==> src/epw_consts.svh <==
// offsets, field positions, reset values and widths of the pwm restart/steering block
`ifndef EPW_CONSTS_SVH
`define EPW_CONSTS_SVH

// register byte offsets on apb
`define EPW_OFF_RESTART_CTRL 12'h000
`define EPW_OFF_STEER_CTRL 12'h004
`define EPW_OFF_MODE_CTRL 12'h008
`define EPW_OFF_SHUT_STATUS 12'h00c
`define EPW_OFF_IRQ_STATUS 12'h010
`define EPW_OFF_IRQ_MASK 12'h014

// restart/deadband control fields
`define EPW_RESTART_EN_BIT 7
`define EPW_DELAY_MSB 6
`define EPW_RESTART_CTRL_RST 8'h00

// steering control fields
`define EPW_STEER_SYNC_BIT 4
`define EPW_STEER_IMPL_MASK 8'h1f
`define EPW_STEER_CTRL_RST 8'h01

// mode control fields: output configuration 7:6, capture/compare mode 3:0
`define EPW_MODE_CFG_MSB 7
`define EPW_MODE_CFG_LSB 6
`define EPW_MODE_PWM_SEL 2'h3
`define EPW_CFG_SINGLE 2'h0
`define EPW_CFG_HALF 2'h2
`define EPW_MODE_CTRL_RST 8'h00

// interrupt status bits
`define EPW_IRQ_SHUTDOWN 0
`define EPW_IRQ_RESUME 1
`define EPW_IRQ_W 2

`define EPW_DELAY_W 7
`define EPW_NCH 2

`endif

==> src/epw_pkg.sv <==
// types of the pwm restart/steering block
package epw_pkg;

  typedef enum logic [2:0] {
    EPW_ST_RUN  = 3'b001,
    EPW_ST_SHUT = 3'b010,
    EPW_ST_WAIT = 3'b100
  } epw_state_t;

  typedef struct packed {
    logic [6:0] cnt;
  } epw_db_state_t;

  typedef struct packed {
    logic shut_meta;
    logic shut_sync;
    logic [7:0] restart_ctrl;
    logic [7:0] steer_ctrl;
    logic [7:0] mode_ctrl;
    logic [3:0] steer_eff;
    epw_state_t state;
    logic [1:0] irq_stat;
    logic [1:0] irq_mask;
    logic [3:0] pin_out;
    logic [3:0] pin_sel;
  } epw_state_all_t;

endpackage

==> src/epw_deadband.sv <==
// delays the rising edge of one pwm channel by a programmable count
`timescale 1ns/10ps
`include "epw_consts.svh"

module epw_deadband (
  // clock and reset
  input wire logic pclk,
  input wire logic presetn,
  // channel
  input wire logic sig_in,
  input wire logic [6:0] delay,
  output logic sig_out
);

  epw_pkg::epw_db_state_t q;
  epw_pkg::epw_db_state_t d;

  always_comb begin
    d = q;
    // falling edges pass at once, rising edges wait for the count
    if (!sig_in) begin
      d.cnt = 7'h00;
    end else if (q.cnt < delay) begin
      d.cnt = q.cnt + 7'h01;
    end
  end

  // zero delay passes the edge unchanged
  assign sig_out = sig_in && (q.cnt >= delay);

  always_ff @(posedge pclk or negedge presetn) begin
    if (!presetn) begin
      q <= '0;
    end else begin
      q <= d;
    end
  end

endmodule

==> src/epw_top.sv <==
// pwm output stage: auto-restart, dead-band and pulse steering with apb registers
//
// Behaviour
// - restart enable set: pwm resumes by itself once shutdown input goes away
// - with restart enabled, shutdown status follows the shutdown condition
// - restart disabled: outputs stay shut until software clears shutdown status
// - half-bridge dead-band delays only inactive-to-active edges
// - seven-bit delay count gives the delay in instruction cycles
// - steering works only for pwm mode 11 with output configuration 00
// - each steer enable puts pwm on its pin, else pin is port
// - same waveform may appear on any combination of the four pins
// - low two mode bits set polarity of all steered pins
// - shutdown forces only steered pins into shutdown state
// - steer sync one: update at period start; zero: at next cycle
// - steering control bits 7 to 5 read as zero
// - writes to shutdown status ignored while shutdown condition persists
// - after restart, output resumes at the next pwm period start
//
// The address map and the APB slave port are this design's own decisions.
`timescale 1ns/10ps
`include "epw_consts.svh"

module epw_top (
  // clock and reset
  input wire logic pclk,
  input wire logic presetn,
  // apb slave
  input wire logic psel,
  input wire logic penable,
  input wire logic pwrite,
  input wire logic [11:0] paddr,
  input wire logic [31:0] pwdata,
  output logic [31:0] prdata,
  output logic pready,
  output logic pslverr,
  // pwm source, same clock
  input wire logic pwm_in,
  input wire logic period_start,
  // auto-shutdown condition, asynchronous level
  input wire logic shutdown_in,
  // output pins
  output logic pwm_out_a,
  output logic pwm_out_b,
  output logic pwm_out_c,
  output logic pwm_out_d,
  // high where the pin carries pwm rather than port function
  output logic [3:0] pwm_pin_sel,
  // interrupt
  output logic irq
);

  epw_pkg::epw_state_all_t q;
  epw_pkg::epw_state_all_t d;

  logic [`EPW_NCH-1:0] db_in;
  logic [`EPW_NCH-1:0] db_out;
  logic wr;
  logic hit;
  logic pwm_mode;
  logic single_mode;
  logic half_mode;
  logic shut;
  logic [3:0] pol;
  logic [1:0] cfg;
  logic [31:0] rdata;

  // channel a sees the pwm, channel b its complement
  assign db_in = {~pwm_in, pwm_in};

  genvar gi;
  generate
    for (gi = 0; gi < `EPW_NCH; gi = gi + 1) begin : g_db
      epw_deadband u_db (
        .pclk(pclk),
        .presetn(presetn),
        .sig_in(db_in[gi]),
        .delay(q.restart_ctrl[`EPW_DELAY_MSB:0]),
        .sig_out(db_out[gi])
      );
    end
  endgenerate

  assign wr = psel && penable && pwrite;
  assign cfg = q.mode_ctrl[`EPW_MODE_CFG_MSB:`EPW_MODE_CFG_LSB];
  assign pwm_mode = (q.mode_ctrl[3:2] == `EPW_MODE_PWM_SEL);
  assign single_mode = pwm_mode && (cfg == `EPW_CFG_SINGLE);
  assign half_mode = pwm_mode && (cfg == `EPW_CFG_HALF);
  assign shut = (q.state != epw_pkg::EPW_ST_RUN);
  // bit 1 inverts pins a and c, bit 0 inverts pins b and d
  assign pol = {q.mode_ctrl[0], q.mode_ctrl[1], q.mode_ctrl[0], q.mode_ctrl[1]};

  // read mux, zero wait states
  always_comb begin
    rdata = 32'h0000_0000;
    hit = 1'b1;
    case (paddr)
      `EPW_OFF_RESTART_CTRL: rdata[7:0] = q.restart_ctrl;
      `EPW_OFF_STEER_CTRL: rdata[7:0] = q.steer_ctrl & `EPW_STEER_IMPL_MASK;
      `EPW_OFF_MODE_CTRL: rdata[7:0] = q.mode_ctrl;
      `EPW_OFF_SHUT_STATUS: rdata[0] = (q.state == epw_pkg::EPW_ST_SHUT);
      `EPW_OFF_IRQ_STATUS: rdata[1:0] = q.irq_stat;
      `EPW_OFF_IRQ_MASK: rdata[1:0] = q.irq_mask;
      default: hit = 1'b0;
    endcase
  end

  assign prdata = rdata;
  assign pready = 1'b1;
  assign pslverr = psel && penable && !hit;

  always_comb begin
    d = q;
    // two flops before the pin is read
    d.shut_meta = shutdown_in;
    d.shut_sync = q.shut_meta;

    // register writes
    if (wr && paddr == `EPW_OFF_RESTART_CTRL) begin
      d.restart_ctrl = pwdata[7:0];
    end
    if (wr && paddr == `EPW_OFF_STEER_CTRL) begin
      d.steer_ctrl = pwdata[7:0] & `EPW_STEER_IMPL_MASK;
    end
    if (wr && paddr == `EPW_OFF_MODE_CTRL) begin
      d.mode_ctrl = pwdata[7:0];
    end
    if (wr && paddr == `EPW_OFF_IRQ_MASK) begin
      d.irq_mask = pwdata[1:0];
    end
    if (wr && paddr == `EPW_OFF_IRQ_STATUS) begin
      d.irq_stat = q.irq_stat & ~pwdata[1:0];
    end

    // shutdown / restart sequencing
    case (q.state)
      epw_pkg::EPW_ST_RUN: begin
        // software may also force a shutdown by writing a one
        if (q.shut_sync || (wr && paddr == `EPW_OFF_SHUT_STATUS && pwdata[0])) begin
          d.state = epw_pkg::EPW_ST_SHUT;
          d.irq_stat[`EPW_IRQ_SHUTDOWN] = 1'b1;
        end
      end
      epw_pkg::EPW_ST_SHUT: begin
        if (q.shut_sync) begin
          // status held while the level persists; writes have no effect
          d.state = epw_pkg::EPW_ST_SHUT;
        end else if (q.restart_ctrl[`EPW_RESTART_EN_BIT]) begin
          d.state = epw_pkg::EPW_ST_WAIT;
        end else if (wr && paddr == `EPW_OFF_SHUT_STATUS && !pwdata[0]) begin
          d.state = epw_pkg::EPW_ST_WAIT;
        end
      end
      epw_pkg::EPW_ST_WAIT: begin
        // a new shutdown beats the pending restart
        if (q.shut_sync) begin
          d.state = epw_pkg::EPW_ST_SHUT;
          d.irq_stat[`EPW_IRQ_SHUTDOWN] = 1'b1;
        end else if (period_start) begin
          d.state = epw_pkg::EPW_ST_RUN;
          d.irq_stat[`EPW_IRQ_RESUME] = 1'b1;
        end
      end
      default: d.state = epw_pkg::EPW_ST_SHUT;
    endcase

    // steering update; sync mode trades latency for whole pulses
    if (!q.steer_ctrl[`EPW_STEER_SYNC_BIT] || period_start) begin
      d.steer_eff = q.steer_ctrl[3:0];
    end

    // pin drive, shutdown state is low
    d.pin_out = 4'h0;
    d.pin_sel = 4'h0;
    if (single_mode) begin
      d.pin_sel = q.steer_eff;
      if (!shut) begin
        d.pin_out = ({4{pwm_in}} ^ pol) & q.steer_eff;
      end
      // unsteered pins keep port function, untouched by shutdown
      d.pin_out = d.pin_out & q.steer_eff;
    end else if (half_mode) begin
      d.pin_sel = 4'h3;
      if (!shut) begin
        d.pin_out[1:0] = db_out ^ pol[1:0];
      end
    end else if (pwm_mode) begin
      d.pin_sel = 4'h1;
      if (!shut) begin
        d.pin_out[0] = pwm_in ^ pol[0];
      end
    end
  end

  always_ff @(posedge pclk or negedge presetn) begin
    if (!presetn) begin
      q.shut_meta <= 1'b0;
      q.shut_sync <= 1'b0;
      q.restart_ctrl <= `EPW_RESTART_CTRL_RST;
      q.steer_ctrl <= `EPW_STEER_CTRL_RST;
      q.mode_ctrl <= `EPW_MODE_CTRL_RST;
      q.steer_eff <= 4'h1;
      q.state <= epw_pkg::EPW_ST_RUN;
      q.irq_stat <= 2'h0;
      q.irq_mask <= 2'h0;
      q.pin_out <= 4'h0;
      q.pin_sel <= 4'h0;
    end else begin
      q <= d;
    end
  end

  assign pwm_out_a = q.pin_out[0];
  assign pwm_out_b = q.pin_out[1];
  assign pwm_out_c = q.pin_out[2];
  assign pwm_out_d = q.pin_out[3];
  assign pwm_pin_sel = q.pin_sel;
  assign irq = |(q.irq_stat & q.irq_mask);

endmodule

==> config.mk <==
export PLATFORM = sky130hd
export DESIGN_NAME = epw_top
export DESIGN_NICKNAME = d
export VERILOG_FILES = /design/src/epw_pkg.sv /design/src/epw_deadband.sv /design/src/epw_top.sv
export VERILOG_INCLUDE_DIRS = /design/src /design/src/src
export SDC_FILE = /design/constraint.sdc
export NUM_CORES = 1
export LEC_CHECK = 0
export BUFFER_PORTS_ARGS = -buffer_cell sky130_fd_sc_hd__buf_2
export CORE_ASPECT_RATIO = 1.5
export CORE_UTILIZATION = 45
export DETAILED_ROUTE_END_ITERATION = 16
export HOLD_SLACK_MARGIN = 0.03
export PLACE_DENSITY = 0.8
export SLEW_MARGIN = 20
export SYNTH_ARGS = -nofsm -noshare
export SYNTH_HDL_FRONTEND = slang
export SYNTH_HIERARCHICAL = 1
export SYNTH_SLANG_ARGS = --single-unit
export TNS_END_PERCENT = 30
==> constraint.sdc <==
create_clock -name pclk -period 5.3 [get_ports pclk]
set_clock_uncertainty 0.1 [all_clocks]
set_input_delay 1.06 -clock pclk [delete_from_list [all_inputs] [get_ports pclk]]
set_output_delay 1.06 -clock pclk [all_outputs]
set_load 0.02 [all_outputs]
Word level (Yosys, flattened, before mapping). Cells that the tools add are included.

Add/subtract/negate cells: 2. Order comparisons: 4. Equal/unequal tests: 15. Mux-type cells: 30. Bitwise logic cells: 9. Reduce and logical (&&, ||, !) cells: 26.

Operators with widths (number): 7-bit 2-to-1 mux (4); 12-bit by 4-bit equality test with 1-bit output (second input constant) (2); 12-bit by 5-bit equality test with 1-bit output (second input constant) (2); 6-bit one-hot mux with 3 select lines (1); 1-bit logical AND (15); 3-bit 2-to-1 mux (5); 7-bit by 1-bit adder with 7-bit output (second input constant) (2); 7-bit >= comparator (2); 7-bit less-than comparator (2); 12-bit by 3-bit equality test with 1-bit output (second input constant) (1); 12-bit logical NOT (1); 4-bit 2-to-1 mux (3); 5-bit 2-to-1 mux (2); 3-bit one-hot mux with 3 select lines (1); 4-bit bitwise AND (2); 1-bit 2-to-1 mux (7); 2-bit 2-to-1 mux (3); 6-bit 2-to-1 mux (1); 1-bit one-hot mux with 6 select lines (1); 6-bit OR reduction (1); 1-bit one-hot mux with 5 select lines (1); 2-bit bitwise AND (2); 2-bit equality test (second input constant) (2); 4-bit by 3-bit inequality test with 1-bit output (second input constant) (1); other kinds (19) (22).

Bits in registers: 56. Input bits: 52. Word-level logic and storage cells: 99.

Depth between registers and ports, before layout.
Depth in word-level cells: 8. Mapped depth: 10. Depth with buffers taken out: 9.

By module. Netlist, hierarchy kept.

By module, submodules not included: epw_top (instances 1, cells each 217, area an instance 2353.5 µm², seq. area each 1054.8 µm²); epw_deadband (instances 2, cells each 65, area an instance 584.3 µm², seq. area each 175.2 µm²).

Worst setup path after synthesis. OpenSTA, ideal clock, no wires.

Path type: input port to output port. Start point: input paddr[9]. End point: output prdata[2]. Arrival: 2.575 ns. Required time: 4.140 ns. Setup slack: 1.565 ns. Stages on the path: 5. Path buffers: 1. Cell sequence: or4_1 buf_4 nor3_1 a222oi_1 inv_1.

Word-level cells in the longest chain between the ends: 2. Elaborated cells between the ends (all ways): 4.

RTL lines: start: declaration (line epw_top.sv:31) `input wire logic [11:0] paddr,`; 12-bit by 4-bit equality test with 1-bit output, or another cell as far along (line epw_top.sv:96) `case (paddr)`; 6-bit one-hot mux with 3 select lines * (line epw_top.sv:96); end: declaration (line epw_top.sv:33) `output logic [31:0] prdata,`.

Every way passes the cells marked *; elsewhere a longest branch is shown, timed or not.

Final worst setup path.
Start point: input paddr[9]. End point: output prdata[3].

Same word-level chain as after synthesis.

==> results_dict.tcl <==
set metrics [dict create \
    setup_ws_ns 1.15 \
    finalNetCount 453 \
    drv_cap 0 \
    layout_min_cycle_time_ns 4.15 \
    hpwlAfterDp_um 5720 \
    clk_pin_slew_ns 0.07 \
    r2r_start "g_db[1].u_db/q[4]" \
    wl_per_cell_um 15.4 \
    layout-drive-gt1-share_pct 24.1 \
    cp.arrival_ns 2.99 \
    cts_sinks 56 \
    synth_cell_types 61 \
    rsz0062_at_grt "no" \
    crit_path_max_fanout 9 \
    worstMarginPinSlew_ns 0.909 \
    finalSetupTns_ns 0 \
    p_leak_nw 1.86 \
    synth_edf_count 0 \
    grt_usage_pct 19.4 \
    cpMostUsedCell "buf_2" \
    diodes 0 \
    grt_max_degree 57 \
    synth_top_area_cell "dfrtp_1" \
    max_freq_mhz 241 \
    portBuffers 45 \
    crit_required_ns 4.14 \
    max_stage_delay_ns 0.69 \
    cts_root_buf "clkbuf_16" \
    cts_setup_buffers 0 \
    crit_path_start_kind "input pin" \
    ys_seq_elements 56 \
    cpMaxStageDelayCell "or4_1" \
    yosysWarnings 6 \
    clock_path_buffers 2 \
    first_iter_violations 198 \
    io_pins 95 \
    place_congestion 0.905 \
    p_total_mw 0.871 \
    numCtsBuffers 5 \
    setup_violations 0 \
    yosys_most_used_dff "dfrtp_1" \
    p_per_area_mw_per_mm2 226 \
    rows 39 \
    cp-end-kind "output port" \
    htree_levels 2 \
    netlist_instances 347 \
    dieHeight_um 110 \
    initial_utilization_pct 46.3 \
    cts_tree "done" \
    slew-limit-headroom_pct 39.3 \
    synthesis.area_mm2 0.00352 \
    cts_resized 0 \
    routed-via-count 2712 \
    drc 0 \
    routed_wl_um 7520 \
    ir_drop_v 0.000210 \
    final.fill_count 706 \
    cts_hold_buffers 0 \
    core_area_mm2 0.00761 \
    timing_hold_violations_final 0 \
    clock_latency_ns 0.30 \
    min_from "d[43]" \
    area.growth.synth_to_final_pct 9.31 \
    grt_pass1_wl_um 12000 \
    grt_pass1_vias 2551 \
    crit_type "in2out" \
    die_w_um 74.2 \
    pre_cts_ws_ns 1.22 \
    crit_chain "buf_2, or4_1, nor4_1, a222oi_1, inv_1, buf_2" \
    status "finished clean" \
    avgSynthCellArea_um2 10.2 \
    antenna_found_initial 0 \
    avgViaCountPerCell 5.56 \
    yosysMostFrequentCell "dfrtp_1" \
    yosysSeqAreaShare_pct 39.9 \
    synth.top_cell.area_share_pct 37.7 \
    drt-pass1-iter-count 5 \
    dieArea_mm2 0.00819 \
    hold_class "reg2reg" \
    maxSlewViolCount 0 \
    gr-total-overflow 0 \
    crit_path_start "paddr[9]" \
    synth_common_cells "dfrtp_1 (53), buf_4 (30), inv_1 (27)" \
    ant_nets 0 \
    min_period_over_period_pct 78.4 \
    ys_async_sr_fraction_pct 100 \
    synth_area_leaders "dfrtp_1 (38%), buf_4 (6.4%), ha_1 (5.7%)" \
]
[where the power goes]
group	internal [mW]	total [mW]	switching, mW	leakage [nW]
clock	0.226	0.381	0.155	0.0857
sequential	0.429	0.431	0.00176	0.759
combinational	0.0154	0.0597	0.0443	1.02
total	0.670	0.871	0.201	1.86
[critical path, delay by kind of cell]
| kind | cells | cell delay [ns] |
|---|---|---|
| AND/OR/NAND/NOR | 2 | 1.35 |
| buffers and inverters | 3 | 0.38 |
| AO/OA/AOI/OAI | 1 | 0.20 |
[final cells by class]
| class | count | area (µm²) | share of cell area [%] |
|---|---|---|---|
| Clock inverter | 3 | 46.3 | 1.20 |
| Sequential cell | 56 | 1410 | 36.5 |
| Multi-Input combinational cell | 248 | 1800 | 46.9 |
| Clock buffer | 5 | 125 | 3.25 |
| Timing Repair Buffer | 47 | 240 | 6.24 |
| Inverter | 27 | 101 | 2.63 |
| Tap cell | 102 | 128 | 3.31 |
[path summary, 6_finish.rpt]
| check | depth (start not counted) | to | slack (ns) |
|---|---|---|---|
| worst min-delay path | 0 | q[43] | 0.25 |
| worst max-delay path | 6 | prdata[3] | 1.15 |
| min in group asynchronous | 2 | q[10] | 0.79 |
| worst min register to register | 0 | q[43] | 0.25 |
| worst max register to register | 7 | pwm_out_b | 2.99 |
| max in group asynchronous | 2 | g_db[1].u_db/q[3] | 3.85 |
[metal layers]
layer  GRT usage [%]  vias to the layer above  share of wire (%)
met5               0                        -                  0
met4            8.63                        0                2.4
met3            3.18                       13                3.8
met2            36.6                       82                 56
met1            20.7                     1335                 38
li1                -                     1282                  -
[layout by cell type, fill, tap and decap left out, types with 3 or more instances in the layout]
cell and count:
o31ai_1 8, a21oi_1 16, o21ai_0 8, nand2b_1 9, mux2_2 14, inv_1 27, ha_1 16, and2_1 3
nor4_1 4, a222oi_1 3, nor3_1 5, nand4_1 8, and3_1 3, dfstp_2 3, clkbuf_16 5, o21a_1 3
a21oi_2 4, or4_1 9, or3_1 4, nor2_1 9, mux2i_1 9, nand2_1 25, buf_2 45, nor2b_1 3
conb_1 25, mux2_4 7, a22o_1 5, nand3_1 8, dfrtp_1 53
[stage by stage]
| step | cell area [µm²] | util, % | instances | hold slack (ns) |
|---|---|---|---|---|
| 3_3_place_gp | 3680 | 48.3 | 480 | 0.238 |
| 4_1_cts | 3850 | 50.6 | 488 | 0.256 |
| 2_1_floorplan | 3610 | - | 370 | 0.231 |
| 3_5_place_dp | 3680 | 48.3 | 480 | 0.239 |
| 6_report | 3850 | 50.6 | 488 | 0.253 |
| 5_1_grt | 3850 | 50.6 | 488 | 0.268 |
[sequential cells by signal, summed over array words and instances (netlist names)]
name and flops:
pwm_out_a 1, cfg 2, pwm_pin_sel 4, d 1, pwm_out_d 1, pol 2, pwm_out_c 1, pwm_out_b 1
g_db.u_db/q 14, q 29
[cell families after synthesis]
family,after synthesis,synth area share [%]
buf+inv,66,11.3
simple gates,111,19.8
compound gates,63,12.4
mux,30,10.0
flops,56,39.9
fa+ha+maj,16,5.68
xor+xnor,3,0.746
other cells,2,0.213
Note: power is estimated with default switching activity, not from simulation.
